[config.mk]
export PLATFORM = sky130hd
export DESIGN_NAME = reset_timeout_sequencer
export DESIGN_NICKNAME = d
export VERILOG_FILES = /design/src/common/reset_seq_pkg.sv /design/src/design/reset_timeout_sequencer.sv
export VERILOG_INCLUDE_DIRS = /design/src /design/src/common
export SDC_FILE = /design/constraint.sdc
export NUM_CORES = 1
export LEC_CHECK = 0
export ABC_AREA = 1
export BUFFER_PORTS_ARGS = -buffer_cell sky130_fd_sc_hd__buf_4
export CAP_MARGIN = 10
export CORE_MARGIN = 5
export CORE_UTILIZATION = 62
export CTS_CLUSTER_SIZE = 8
export DETAILED_ROUTE_END_ITERATION = 7
export GPL_TIMING_DRIVEN = 1
export PLACE_DENSITY = 0.85
export REMOVE_ABC_BUFFERS = 1
export SETUP_SLACK_MARGIN = 0.5
export SYNTH_ARGS = -nofsm -noshare
export SYNTH_HDL_FRONTEND = slang
export SYNTH_SLANG_ARGS = --single-unit
[constraint.sdc]
create_clock -name clock -period 5.4 [get_ports clock]
set_input_delay 0.27 -clock clock [delete_from_list [all_inputs] [get_ports clock]]
set_output_delay 0.27 -clock clock [all_outputs]
set_load 0.05 [all_outputs]
[src/common/reset_seq_defs.svh]
`ifndef RESET_SEQ_DEFS_SVH
`define RESET_SEQ_DEFS_SVH

// register indices; byte address is four times the index
`define IDX_STATUS        12'h003
`define IDX_PC_LOW        12'h002
`define IDX_IRQ_CONTROL   12'h00b
`define IDX_OPTION        12'h081
`define IDX_DIR_A         12'h085
`define IDX_DIR_B         12'h086
`define IDX_POWER_CONTROL 12'h08e
`define IDX_CONFIG        12'h090
`define IDX_CAUSE         12'h091
`define IDX_TO_ADDR(i)    ((i) << 2)

// field positions
`define ST_TIMEOUT_BIT    4
`define ST_POWERDOWN_BIT  3
`define POWER_CONTROL_FLAGS_POR_BIT      1
`define IRQ_GLOBAL_BIT    7
`define CFG_DELAY_DIS_BIT 2

// reset values
`define OPTION_RESET      8'hff
`define DIR_A_RESET       5'h1f
`define DIR_B_RESET       8'hff
`define CONFIG_RESET      3'h1
`define RESET_VECTOR      13'h0000
`define IRQ_VECTOR        13'h0004

// axi responses
`define RESP_OKAY         2'h0
`define RESP_SLVERR       2'h2

// timing
`define CLK_MHZ           125
`define MASTER_CLEAR_MIN_NS 2000
`define POWER_UP_DELAY_US 72000
`define SLOW_OSC_KHZ      32
`define OSC_STARTUP_COUNT 1024
`define CLOCK_OUT_DIVIDE  4

// async input lanes
`define LANE_SUPPLY       0
`define LANE_MASTER_CLEAR 1
`define LANE_CLOCK_IN     2
`define LANE_SLOW_OSC     3

`endif

[src/common/reset_seq_pkg.sv]
package reset_seq_pkg;

   typedef enum logic [4:0] {
      ST_POWER_UP   = 5'h01,
      ST_OSC_START  = 5'h02,
      ST_HOLD       = 5'h04,
      ST_RUN        = 5'h08,
      ST_SLEEP      = 5'h10
   } seq_state_t;

   typedef enum logic [2:0] {
      CAUSE_NONE         = 3'h0,
      CAUSE_POWER_ON     = 3'h1,
      CAUSE_CLEAR_RUN    = 3'h2,
      CAUSE_CLEAR_SLEEP  = 3'h3,
      CAUSE_WATCHDOG     = 3'h4,
      CAUSE_WATCHDOG_WAKE = 3'h5,
      CAUSE_IRQ_WAKE     = 3'h6
   } reset_cause_t;

   typedef enum logic [1:0] {
      OSC_LOW_POWER_CRYSTAL = 2'h0,
      OSC_CRYSTAL           = 2'h1,
      OSC_HIGH_SPEED        = 2'h2,
      OSC_RES_CAP           = 2'h3
   } osc_mode_t;

   typedef struct packed {
      logic [3:0]   sync1;
      logic [3:0]   sync2;
      logic [3:0]   sync3;
      logic [3:0]   clean;
      logic [7:0]   filt_cnt;
      logic         clear_n;
      seq_state_t   state;
      logic [15:0]  delay_cnt;
      logic [10:0]  start_cnt;
      logic         wake_start;
      logic         vec_pending;
      logic [12:0]  wake_pc;
      logic         div_phase;
      logic [7:0]   status;
      logic         power_control_flags_por;
      logic [7:0]   pc_low;
      logic [7:0]   option;
      logic [4:0]   dir_a;
      logic [7:0]   dir_b;
      logic [7:0]   irq_ctl;
      logic [7:0]   scratch;
      logic [2:0]   cfg;
      reset_cause_t cause;
      logic         core_reset;
      logic         core_stall;
      logic         osc_enable;
      logic         wd_clear;
      logic         pc_load;
      logic [12:0]  pc_value;
      logic         clock_out;
      logic         clock_out_oe;
      logic         aw_got;
      logic         w_got;
      logic [11:0]  aw_addr;
      logic [7:0]   w_data;
      logic         w_lane0;
      logic         awready;
      logic         wready;
      logic         bvalid;
      logic [1:0]   bresp;
      logic         arready;
      logic         rvalid;
      logic [1:0]   rresp;
      logic [31:0]  rdata;
   } seq_regs_t;

endpackage : reset_seq_pkg

[src/design/reset_timeout_sequencer.sv]
// Contract
// in RC oscillator mode drive clock output at oscillator frequency over four
// tell apart power-on, clear in run, clear in sleep, watchdog reset, watchdog wake
// some registers have no reset value and keep contents on every reset
// most registers reset on power-on, clear and watchdog reset, not on wake
// master-clear input is filtered so short glitches cause no reset
// power-on pulse only on rising supply, never on falling supply
// power-up timer starts from power-on pulse only, nominal 72 ms on slow oscillator
// core stays in reset while the power-up timer runs
// config bit one skips the power-up timer, zero uses it
// after power-up delay count 1024 clock input cycles before release
// start-up count only in crystal modes, only after power-on or wake
// power-up order: power-on pulse, then power-up delay, then start-up count
// RC mode: no delay if disabled, else only the power-up delay
// timers run regardless of master-clear; release follows clear going high
// power-control bit 1 reads 0 after power-on, otherwise kept; software sets it
// timeout and power-down flags encode the reset cause per event
// reset loads pc 000h; wake continues pc+1; interrupt vector 0004h afterwards
// status register takes the listed value for each event
// pc low, option, port directions, interrupt control reset; wake keeps them, but wake loads pc low with pc+1
// wake from sleep sets at least one interrupt control flag of the source
// sleep clears power-down, sets timeout, clears watchdog, stops oscillator driver
// watchdog time-out clears the timeout flag
// two config bits select one of four oscillator modes
// reset release synchronised to clock; power-up delay parameter in slow ticks
// new power-on during start-up restarts the sequence, core held in reset
`timescale 1ns/100ps
`include "reset_seq_defs.svh"

module reset_timeout_sequencer #(
   parameter int SLOW_OSC_KHZ     = `SLOW_OSC_KHZ,
   parameter int POWER_UP_TICKS   = `POWER_UP_DELAY_US * SLOW_OSC_KHZ / 1000,
   parameter int OSC_START_CYCLES = `OSC_STARTUP_COUNT
) (
   // clock and reset
   input  wire logic        clock,
   input  wire logic        rst_n,
   // axi4-lite slave
   input  wire logic [11:0] s_axi_awaddr,
   input  wire logic        s_axi_awvalid,
   output logic             s_axi_awready,
   input  wire logic [31:0] s_axi_wdata,
   input  wire logic [3:0]  s_axi_wstrb,
   input  wire logic        s_axi_wvalid,
   output logic             s_axi_wready,
   output logic [1:0]       s_axi_bresp,
   output logic             s_axi_bvalid,
   input  wire logic        s_axi_bready,
   input  wire logic [11:0] s_axi_araddr,
   input  wire logic        s_axi_arvalid,
   output logic             s_axi_arready,
   output logic [31:0]      s_axi_rdata,
   output logic [1:0]       s_axi_rresp,
   output logic             s_axi_rvalid,
   input  wire logic        s_axi_rready,
   // asynchronous pins
   input  wire logic        supply_rise,
   input  wire logic        master_clear_n,
   input  wire logic        clock_in_pin,
   input  wire logic        slow_osc_clk,
   // core side
   input  wire logic        watchdog_timeout,
   input  wire logic        sleep_exec,
   input  wire logic [2:0]  irq_wake_req,
   input  wire logic [12:0] current_pc,
   input  wire logic        instr_retired,
   // sequencer outputs
   output logic             core_reset,
   output logic             core_stall,
   output logic             osc_driver_enable,
   output logic             watchdog_clear,
   output logic             pc_load,
   output logic [12:0]      pc_value,
   output logic             clock_out_pin,
   output logic             clock_out_oe,
   output logic [2:0]       reset_cause
);

   localparam int CLEAR_FILT_CYCLES =
      (`MASTER_CLEAR_MIN_NS * `CLK_MHZ + 999) / 1000;
   localparam logic [7:0]  FILT_LAST  = 8'(CLEAR_FILT_CYCLES - 1);
   localparam logic [15:0] DELAY_LAST = 16'(POWER_UP_TICKS - 1);
   localparam logic [10:0] START_LAST = 11'(OSC_START_CYCLES - 1);
   localparam logic [11:0] ADDR_STATUS = `IDX_TO_ADDR(`IDX_STATUS);
   localparam logic [11:0] ADDR_PC_LOW = `IDX_TO_ADDR(`IDX_PC_LOW);
   localparam logic [11:0] ADDR_IRQ    = `IDX_TO_ADDR(`IDX_IRQ_CONTROL);
   localparam logic [11:0] ADDR_OPTION = `IDX_TO_ADDR(`IDX_OPTION);
   localparam logic [11:0] ADDR_DIR_A  = `IDX_TO_ADDR(`IDX_DIR_A);
   localparam logic [11:0] ADDR_DIR_B  = `IDX_TO_ADDR(`IDX_DIR_B);
   localparam logic [11:0] ADDR_POWER_CONTROL_FLAGS   = `IDX_TO_ADDR(`IDX_POWER_CONTROL);
   localparam logic [11:0] ADDR_CONFIG = `IDX_TO_ADDR(`IDX_CONFIG);
   localparam logic [11:0] ADDR_CAUSE  = `IDX_TO_ADDR(`IDX_CAUSE);

   reset_seq_pkg::seq_regs_t s;
   reset_seq_pkg::seq_regs_t n;

   function automatic logic addr_known(input logic [11:0] a);
      addr_known = (a == ADDR_STATUS) || (a == ADDR_PC_LOW) || (a == ADDR_IRQ) ||
                   (a == ADDR_OPTION) || (a == ADDR_DIR_A) || (a == ADDR_DIR_B) ||
                   (a == ADDR_POWER_CONTROL_FLAGS) || (a == ADDR_CONFIG) || (a == ADDR_CAUSE);
   endfunction : addr_known

   function automatic logic [7:0] read_mux(input reset_seq_pkg::seq_regs_t r,
                                           input logic [11:0] a);
      read_mux = 8'h00;
      case (a)
         ADDR_STATUS: read_mux = r.status;
         ADDR_PC_LOW: read_mux = r.pc_low;
         ADDR_IRQ:    read_mux = r.irq_ctl;
         ADDR_OPTION: read_mux = r.option;
         ADDR_DIR_A:  read_mux = {3'h0, r.dir_a};
         ADDR_DIR_B:  read_mux = r.dir_b;
         ADDR_POWER_CONTROL_FLAGS:   read_mux = {6'h00, r.power_control_flags_por, 1'b0};
         ADDR_CONFIG: read_mux = {5'h00, r.cfg};
         ADDR_CAUSE:  read_mux = {r.state == reset_seq_pkg::ST_SLEEP, 4'h0, r.cause};
         default:     read_mux = 8'h00;
      endcase
   endfunction : read_mux

   always_comb begin
      logic supply_up;
      logic clear_fall;
      logic clk_in_rise;
      logic slow_rise;
      logic crystal;
      logic delay_on;
      logic wr_fire;
      logic do_reset_vals;
      logic begin_wake;
      n             = s;
      supply_up     = 1'b0;
      clear_fall    = 1'b0;
      clk_in_rise   = 1'b0;
      slow_rise     = 1'b0;
      crystal       = 1'b0;
      delay_on      = 1'b0;
      wr_fire       = 1'b0;
      do_reset_vals = 1'b0;
      begin_wake    = 1'b0;

      // three-stage synchroniser; a lane changes once stages two and three agree
      n.sync1 = {slow_osc_clk, clock_in_pin, master_clear_n, supply_rise};
      n.sync2 = s.sync1;
      n.sync3 = s.sync2;
      for (int i = 0; i < 4; i++) begin
         if (s.sync2[i] == s.sync3[i]) begin
            n.clean[i] = s.sync3[i];
         end
      end
      supply_up   = n.clean[`LANE_SUPPLY] & ~s.clean[`LANE_SUPPLY];
      clk_in_rise = n.clean[`LANE_CLOCK_IN] & ~s.clean[`LANE_CLOCK_IN];
      slow_rise   = n.clean[`LANE_SLOW_OSC] & ~s.clean[`LANE_SLOW_OSC];

      // width filter: a new level counts only after it has stood long enough
      if (s.clean[`LANE_MASTER_CLEAR] != s.clear_n) begin
         n.filt_cnt = s.filt_cnt + 8'h01;
         if (s.filt_cnt == FILT_LAST) begin
            n.clear_n  = s.clean[`LANE_MASTER_CLEAR];
            n.filt_cnt = 8'h00;
         end
      end else begin
         n.filt_cnt = 8'h00;
      end
      clear_fall = s.clear_n & ~n.clear_n;

      crystal  = reset_seq_pkg::osc_mode_t'(s.cfg[1:0]) != reset_seq_pkg::OSC_RES_CAP;
      delay_on = ~s.cfg[`CFG_DELAY_DIS_BIT];

      n.wd_clear = 1'b0;
      n.pc_load  = 1'b0;

      // divide-by-four clock output, frozen while the driver is off in sleep
      n.clock_out_oe = ~crystal;
      if (!crystal && s.osc_enable && clk_in_rise) begin
         n.div_phase = ~s.div_phase;
         if (s.div_phase) begin
            n.clock_out = ~s.clock_out;
         end
      end
      if (crystal) begin
         n.clock_out = 1'b0;
         n.div_phase = 1'b0;
      end

      // axi write channel; address and data may arrive in either order
      if (s_axi_awvalid && s.awready) begin
         n.aw_got  = 1'b1;
         n.aw_addr = s_axi_awaddr;
      end
      if (s_axi_wvalid && s.wready) begin
         n.w_got   = 1'b1;
         n.w_data  = s_axi_wdata[7:0];
         n.w_lane0 = s_axi_wstrb[0];
      end
      if (s.bvalid && s_axi_bready) begin
         n.bvalid = 1'b0;
      end
      if (s.aw_got && s.w_got && !s.bvalid) begin
         wr_fire  = s.w_lane0 && addr_known(s.aw_addr);
         n.aw_got = 1'b0;
         n.w_got  = 1'b0;
         n.bvalid = 1'b1;
         n.bresp  = addr_known(s.aw_addr) ? `RESP_OKAY : `RESP_SLVERR;
      end
      if (wr_fire) begin
         case (s.aw_addr)
            ADDR_STATUS: begin
               n.status[7:5] = s.w_data[7:5];
               n.status[2:0] = s.w_data[2:0];
            end
            ADDR_PC_LOW: n.pc_low = s.w_data;
            ADDR_IRQ:    n.irq_ctl = s.w_data;
            ADDR_OPTION: n.option = s.w_data;
            ADDR_DIR_A:  n.dir_a = s.w_data[4:0];
            ADDR_DIR_B:  n.dir_b = s.w_data;
            ADDR_POWER_CONTROL_FLAGS:   n.power_control_flags_por = s.w_data[`POWER_CONTROL_FLAGS_POR_BIT];
            ADDR_CONFIG: n.cfg = s.w_data[2:0];
            default:     n.scratch = s.scratch;
         endcase
      end
      n.awready = ~n.aw_got & ~n.bvalid;
      n.wready  = ~n.w_got & ~n.bvalid;

      // axi read channel, answered one cycle after the address is taken
      if (s.rvalid && s_axi_rready) begin
         n.rvalid = 1'b0;
      end
      if (s_axi_arvalid && s.arready) begin
         n.rvalid = 1'b1;
         n.rdata  = {24'h00_0000, read_mux(s, s_axi_araddr)};
         n.rresp  = addr_known(s_axi_araddr) ? `RESP_OKAY : `RESP_SLVERR;
      end
      n.arready = ~n.rvalid;

      // start-up timers; hardware events below override software writes
      case (s.state)
         reset_seq_pkg::ST_POWER_UP: begin
            if (slow_rise) begin
               n.delay_cnt = s.delay_cnt + 16'h0001;
               if (s.delay_cnt == DELAY_LAST) begin
                  n.state     = crystal ? reset_seq_pkg::ST_OSC_START
                                        : reset_seq_pkg::ST_RUN;
                  n.start_cnt = 11'h000;
               end
            end
         end
         reset_seq_pkg::ST_OSC_START: begin
            if (clk_in_rise) begin
               n.start_cnt = s.start_cnt + 11'h001;
               if (s.start_cnt == START_LAST) begin
                  n.state = reset_seq_pkg::ST_RUN;
                  if (s.wake_start) begin
                     n.pc_load    = 1'b1;
                     n.pc_value   = s.wake_pc;
                     n.wake_start = 1'b0;
                  end
               end
            end
         end
         reset_seq_pkg::ST_HOLD: n.state = reset_seq_pkg::ST_RUN;
         reset_seq_pkg::ST_RUN: begin
            if (s.vec_pending && instr_retired) begin
               n.pc_load     = 1'b1;
               n.pc_value    = `IRQ_VECTOR;
               n.vec_pending = 1'b0;
            end
            if (sleep_exec && !s.core_reset) begin
               n.status[`ST_POWERDOWN_BIT] = 1'b0;
               n.status[`ST_TIMEOUT_BIT]   = 1'b1;
               n.wd_clear   = 1'b1;
               n.osc_enable = 1'b0;
               n.state      = reset_seq_pkg::ST_SLEEP;
            end
         end
         reset_seq_pkg::ST_SLEEP: begin
            if (watchdog_timeout) begin
               n.status[`ST_TIMEOUT_BIT]   = 1'b0;
               n.status[`ST_POWERDOWN_BIT] = 1'b0;
               n.cause    = reset_seq_pkg::CAUSE_WATCHDOG_WAKE;
               begin_wake = 1'b1;
            end else if (|irq_wake_req) begin
               n.irq_ctl[2:0] = n.irq_ctl[2:0] | irq_wake_req;
               n.status[`ST_TIMEOUT_BIT]   = 1'b1;
               n.status[`ST_POWERDOWN_BIT] = 1'b0;
               n.cause       = reset_seq_pkg::CAUSE_IRQ_WAKE;
               n.vec_pending = s.irq_ctl[`IRQ_GLOBAL_BIT];
               begin_wake    = 1'b1;
            end
         end
         default: n.state = reset_seq_pkg::ST_HOLD;
      endcase

      // wake keeps the other registers, loads pc low with pc+1 and resumes at pc+1
      if (begin_wake) begin
         n.osc_enable = 1'b1;
         n.wake_pc    = 13'(current_pc + 13'h0001);
         n.pc_low     = 8'(current_pc + 13'h0001);
         if (crystal) begin
            n.state      = reset_seq_pkg::ST_OSC_START;
            n.start_cnt  = 11'h000;
            n.wake_start = 1'b1;
         end else begin
            n.state    = reset_seq_pkg::ST_RUN;
            n.pc_load  = 1'b1;
            n.pc_value = 13'(current_pc + 13'h0001);
         end
      end

      // watchdog reset while running; no start-up count follows
      if (watchdog_timeout && s.state == reset_seq_pkg::ST_RUN) begin
         n.status[7:5]             = 3'h0;
         n.status[`ST_TIMEOUT_BIT] = 1'b0;
         n.cause       = reset_seq_pkg::CAUSE_WATCHDOG;
         n.state       = reset_seq_pkg::ST_HOLD;
         do_reset_vals = 1'b1;
      end

      // master clear; power-up timers keep running from the power-on pulse
      if (clear_fall) begin
         n.status[7:5] = 3'h0;
         if (s.state == reset_seq_pkg::ST_SLEEP || s.wake_start) begin
            n.status[`ST_TIMEOUT_BIT]   = 1'b1;
            n.status[`ST_POWERDOWN_BIT] = 1'b0;
            n.cause = reset_seq_pkg::CAUSE_CLEAR_SLEEP;
         end else begin
            n.cause = reset_seq_pkg::CAUSE_CLEAR_RUN;
         end
         if (s.state == reset_seq_pkg::ST_SLEEP || s.wake_start ||
             s.state == reset_seq_pkg::ST_RUN) begin
            n.state      = reset_seq_pkg::ST_HOLD;
            n.wake_start = 1'b0;
         end
         n.osc_enable  = 1'b1;
         do_reset_vals = 1'b1;
      end

      // power-on restarts everything from the first stage
      if (supply_up) begin
         n.status      = {3'h0, 2'b11, s.status[2:0]};
         n.power_control_flags_por    = 1'b0;
         n.cause       = reset_seq_pkg::CAUSE_POWER_ON;
         n.delay_cnt   = 16'h0000;
         n.start_cnt   = 11'h000;
         n.wake_start  = 1'b0;
         n.osc_enable  = 1'b1;
         do_reset_vals = 1'b1;
         if (delay_on) begin
            n.state = reset_seq_pkg::ST_POWER_UP;
         end else if (crystal) begin
            n.state = reset_seq_pkg::ST_OSC_START;
         end else begin
            n.state = reset_seq_pkg::ST_HOLD;
         end
      end

      if (do_reset_vals) begin
         n.pc_low      = 8'h00;
         n.option      = `OPTION_RESET;
         n.dir_a       = `DIR_A_RESET;
         n.dir_b       = `DIR_B_RESET;
         n.irq_ctl     = {7'h00, s.irq_ctl[0]};
         n.vec_pending = 1'b0;
         n.pc_load     = 1'b1;
         n.pc_value    = `RESET_VECTOR;
      end

      // release is a flop on this clock, so it leaves reset synchronously
      n.core_reset = ~n.clear_n || n.state == reset_seq_pkg::ST_POWER_UP ||
                     n.state == reset_seq_pkg::ST_HOLD ||
                     (n.state == reset_seq_pkg::ST_OSC_START && !n.wake_start);
      n.core_stall = n.state == reset_seq_pkg::ST_SLEEP || n.wake_start;
   end

   // scratch stands for the registers no reset event touches
   always_ff @(posedge clock or negedge rst_n) begin
      if (!rst_n) begin
         s            <= '0;
         s.state      <= reset_seq_pkg::ST_HOLD;
         s.clear_n    <= 1'b1;
         s.clean      <= 4'h2;
         s.sync1      <= 4'h2;
         s.sync2      <= 4'h2;
         s.sync3      <= 4'h2;
         s.status     <= 8'h18;
         s.option     <= `OPTION_RESET;
         s.dir_a      <= `DIR_A_RESET;
         s.dir_b      <= `DIR_B_RESET;
         s.cfg        <= `CONFIG_RESET;
         s.cause      <= reset_seq_pkg::CAUSE_NONE;
         s.core_reset <= 1'b1;
         s.osc_enable <= 1'b1;
         s.awready    <= 1'b1;
         s.wready     <= 1'b1;
         s.arready    <= 1'b1;
      end else begin
         s <= n;
      end
   end

   assign s_axi_awready     = s.awready;
   assign s_axi_wready      = s.wready;
   assign s_axi_bresp       = s.bresp;
   assign s_axi_bvalid      = s.bvalid;
   assign s_axi_arready     = s.arready;
   assign s_axi_rdata       = s.rdata;
   assign s_axi_rresp       = s.rresp;
   assign s_axi_rvalid      = s.rvalid;
   assign core_reset        = s.core_reset;
   assign core_stall        = s.core_stall;
   assign osc_driver_enable = s.osc_enable;
   assign watchdog_clear    = s.wd_clear;
   assign pc_load           = s.pc_load;
   assign pc_value          = s.pc_value;
   assign clock_out_pin     = s.clock_out;
   assign clock_out_oe      = s.clock_out_oe;
   assign reset_cause       = s.cause;

endmodule : reset_timeout_sequencer

==> impl_metrics.csv <==
group,metric,value,unit
run_status,outcome,"finished clean",
worst_setup_path,cp_slowest_stage_delay,0.74,ns
floorplanning,rows,46,
worst_setup_path,crit_start,"s[201]",
cts,path_clk_slew,0.07,ns
sta,fin_crit_sh,53.35,%
place,hpwl,16980,um
sta,fmax,0.3471,GHz
global_routing,grt_pass1_wl,39230,um
worst_setup_path,worst-path-stages,7,
worst_setup_path,reg2reg_from,"s[201]",
run,maxCapViolCount,0,
cts,post_cts_buffers,0,
worst_setup_path,required,5.76,ns
cts,cts.path.max_buffers,2,
worst_setup_path,cp_top_family,"simple AND/OR/NAND/NOR gates",
worst_setup_path,reg2regPathDepth,7,
layout,area_delta_synth_final,12.80,%
sta,slew_headroom,22.55,%
drt,first_iter_violations,946,
sta,tightest_slew,1.157,ns
synthesis,synth_edf_count,0,
synthesis,ys_types,57,
cts,htreeDepth,4,
place,io_buffers,100,
cts,root_buffer,"clkbuf_16",
drt,first_pass_iters,7,
power_and_ir_drop,p_per_area,351.9,nW/um2
floorplanning,start_util,62.90,%
worst_setup_path,cp-end-kind,"flop",
floorplanning,io_pins,154,
cts,clock-sinks,183,
worst_hold_path,holdPathStages,3,
floorplanning,die_area,18630,um2
layout,diodes,0,
global_routing,grt_overflow,0,
drt,wl_per_cell,14.97,um
drt,num_vias,8675,
sta,setup_tns,0,ns
synthesis,ys_top_cells_by_count,"330 x nand2_1, 157 x inv_1, 148 x dfrtp_1",
place,place_area,10550,um2
synthesis,yosys_warnings,0,
worst_setup_path,worst-path-buf-inv,1,
global_routing,grt_max_degree,67,
sta,slew_violations,0,
sta,hold_viol,0,
floorplanning,die_h,136.5,um
synthesis,synth.area.top_cells,"dfrtp_1 37%, nand2_1 12%, dfstp_2 9.3%",
global_routing,grt_pass1_vias,8072,
floorplanning,die_w,136.5,um
synthesis,synth_seq_cells,183,
drt,via_per_inst,5.494,
synthesis,synth_top_cell_area_share,37.34,%
cts,clk_latency,0.44,ns
synthesis,yosysMostFrequentCell,"nand2_1",
sta,whs,0.03170,ns
sta,period_needed,2.881,ns
worst_setup_path,worstPathArrival,3.24,ns
sta,setup_viol,0,
synthesis,syn_inst,1274,
worst_setup_path,crit_fanout,47,
worst_setup_path,crit_chain,"maj3_1 > nand2_2 > nand3_4 > inv_2 > o21ai_2 > nand2_1 > nand2_1",
worst_hold_path,hold_class,"in2reg",
synthesis,seq_area_frac_synth,46.61,%
worst_setup_path,crit_type,"reg2reg",
layout,drive_gt1_share,16.65,%
sta,rsz0062_at_grt,"false",
cts,cts_tree,"built",
synthesis,syn_avg_cell_area,7.786,um2
worst_hold_path,min-delay-start,"s_axi_wdata[3]",
floorplanning,core,15770,um2
layout,num-nets-final,1445,
power_and_ir_drop,ir_drop,274.6,uV
cts,cts_buffers,17,
layout,postLayoutCoreUtil,70.95,%
synthesis,async_flop_share,100.0,%
drt,ant_nets,0,
drt,drt_drc_violations_left,0,
place,routabilityCongestion,0.9273,
synthesis,netlist_area,9920,um2
worst_setup_path,cp-start-kind,"flop",
global_routing,antenna_found_initial,0,
synthesis,synth_flop_cell,"dfrtp_1",
drt,routed_wl,23630,um
layout,fin_cells,1579,
place,placed_cells,1542,
worst_setup_path,crit_slowest_cell,"inv_2",
sta,fin_worst_skew,0.01112,ns
global_routing,grt_use_total,26.34,%
worst_setup_path,cp_common_cell,"nand2_1",
synthesis,synth.largest_area_cell,"dfrtp_1",
power_and_ir_drop,p_leak,5.979,nW
layout,finalInstanceArea,11190,um2
-- worst paths after layout --
| path | endpoint | slack (ns) |
|---|---|---|
| min | s[45] | 0.03 |
| max reg2reg | s[121] | 2.52 |
| min in group asynchronous | n[209] | 0.37 |
| min reg2reg | n[208] | 0.35 |
| max | s[121] | 2.52 |
| max in group asynchronous | s_axi_rdata[2] | 3.83 |
-- logic make-up (layout without fill, tap and decap cells) --
kind of cell | Yosys count | count (layout) | share of synthesized area [%]
buf+inv | 249 | 313 | 11.73
other cells | 1 | 26 | 0.03780
flops | 183 | 183 | 46.61
mux | 2 | 2 | 0.2018
xor+xnor | 14 | 14 | 1.236
compound gates | 153 | 153 | 8.805
simple gates | 664 | 664 | 30.45
fa+ha+maj | 8 | 8 | 0.9334
-- state kept, by name, indices dropped and copies added, names as in the netlist, 3 cells and up --
register     count
s              137
pc_value        13
n                8
s_axi_rdata      8
reset_cause      3
-- worst register-to-register path: cells and delay by family (launching register included) --
kind	cells	cell delay, ns
DFF	1	0.39
buffers and inverters	1	0.75
AOI/OAI and AO/OA	1	0.33
adders and majority gates	1	0.38
and+or+nand+nor	4	0.98
-- cells in the final DEF (no fill, tap or decap), drive strengths merged, types with 7 or more instances in the layout --
cell      n
nor2    144
a22o      7
clkinv   11
nand2   342
nand3   106
nand4    31
xor2     12
a21oi    45
o21ai    81
dfstp    35
conb     26
buf     102
nor3     27
dfrtp   148
clkbuf   21
inv     172
-- power by group --
group / internal, mW / switching (mW) / total, mW
sequential: 1.63 / 0.164 / 1.79
clock: 0.720 / 0.532 / 1.25
combinational: 0.256 / 0.638 / 0.894
-- area by class of cell --
type,count,area [um2]
Clock buffer,21,470.5
Inverter,174,655.6
Fill cell,1220,4581
Tap cell,216,270.3
Clock inverter,11,123.9
Timing Repair Buffer,107,819.5
Sequential cell,183,4623
Multi-Input combinational cell,867,4227
-- per-stage QoR --
stage          power (mW)  setup WS, ns
2_1_floorplan       2.400         3.332
3_3_place_gp        2.659         2.654
3_5_place_dp        2.688         2.614
4_1_cts             3.939         2.580
5_1_grt             4.146         2.356
6_report            3.937         2.519
-- layer usage --
layer | share of wire (%) | GRT usage, % | vias to the layer above | wire [um]
li1 | - | - | 4163 | -
met1 | 44 | 37.65 | 4067 | 10330
met2 | 46 | 40.88 | 394 | 10760
met3 | 8.5 | 5.625 | 51 | 1999
met4 | 2.3 | 7.615 | 0 | 538
met5 | 0 | 0 | - | 0
-- repair_timing --
| item | 4_1_cts | 5_1_grt |
|---|---|---|
| gates resized for setup | 0 | 0 |
| endpoints found under the hold margin | 56 | 0 |
| hold buffers | 5 | 0 |
(Power assumes the default switching activity.)
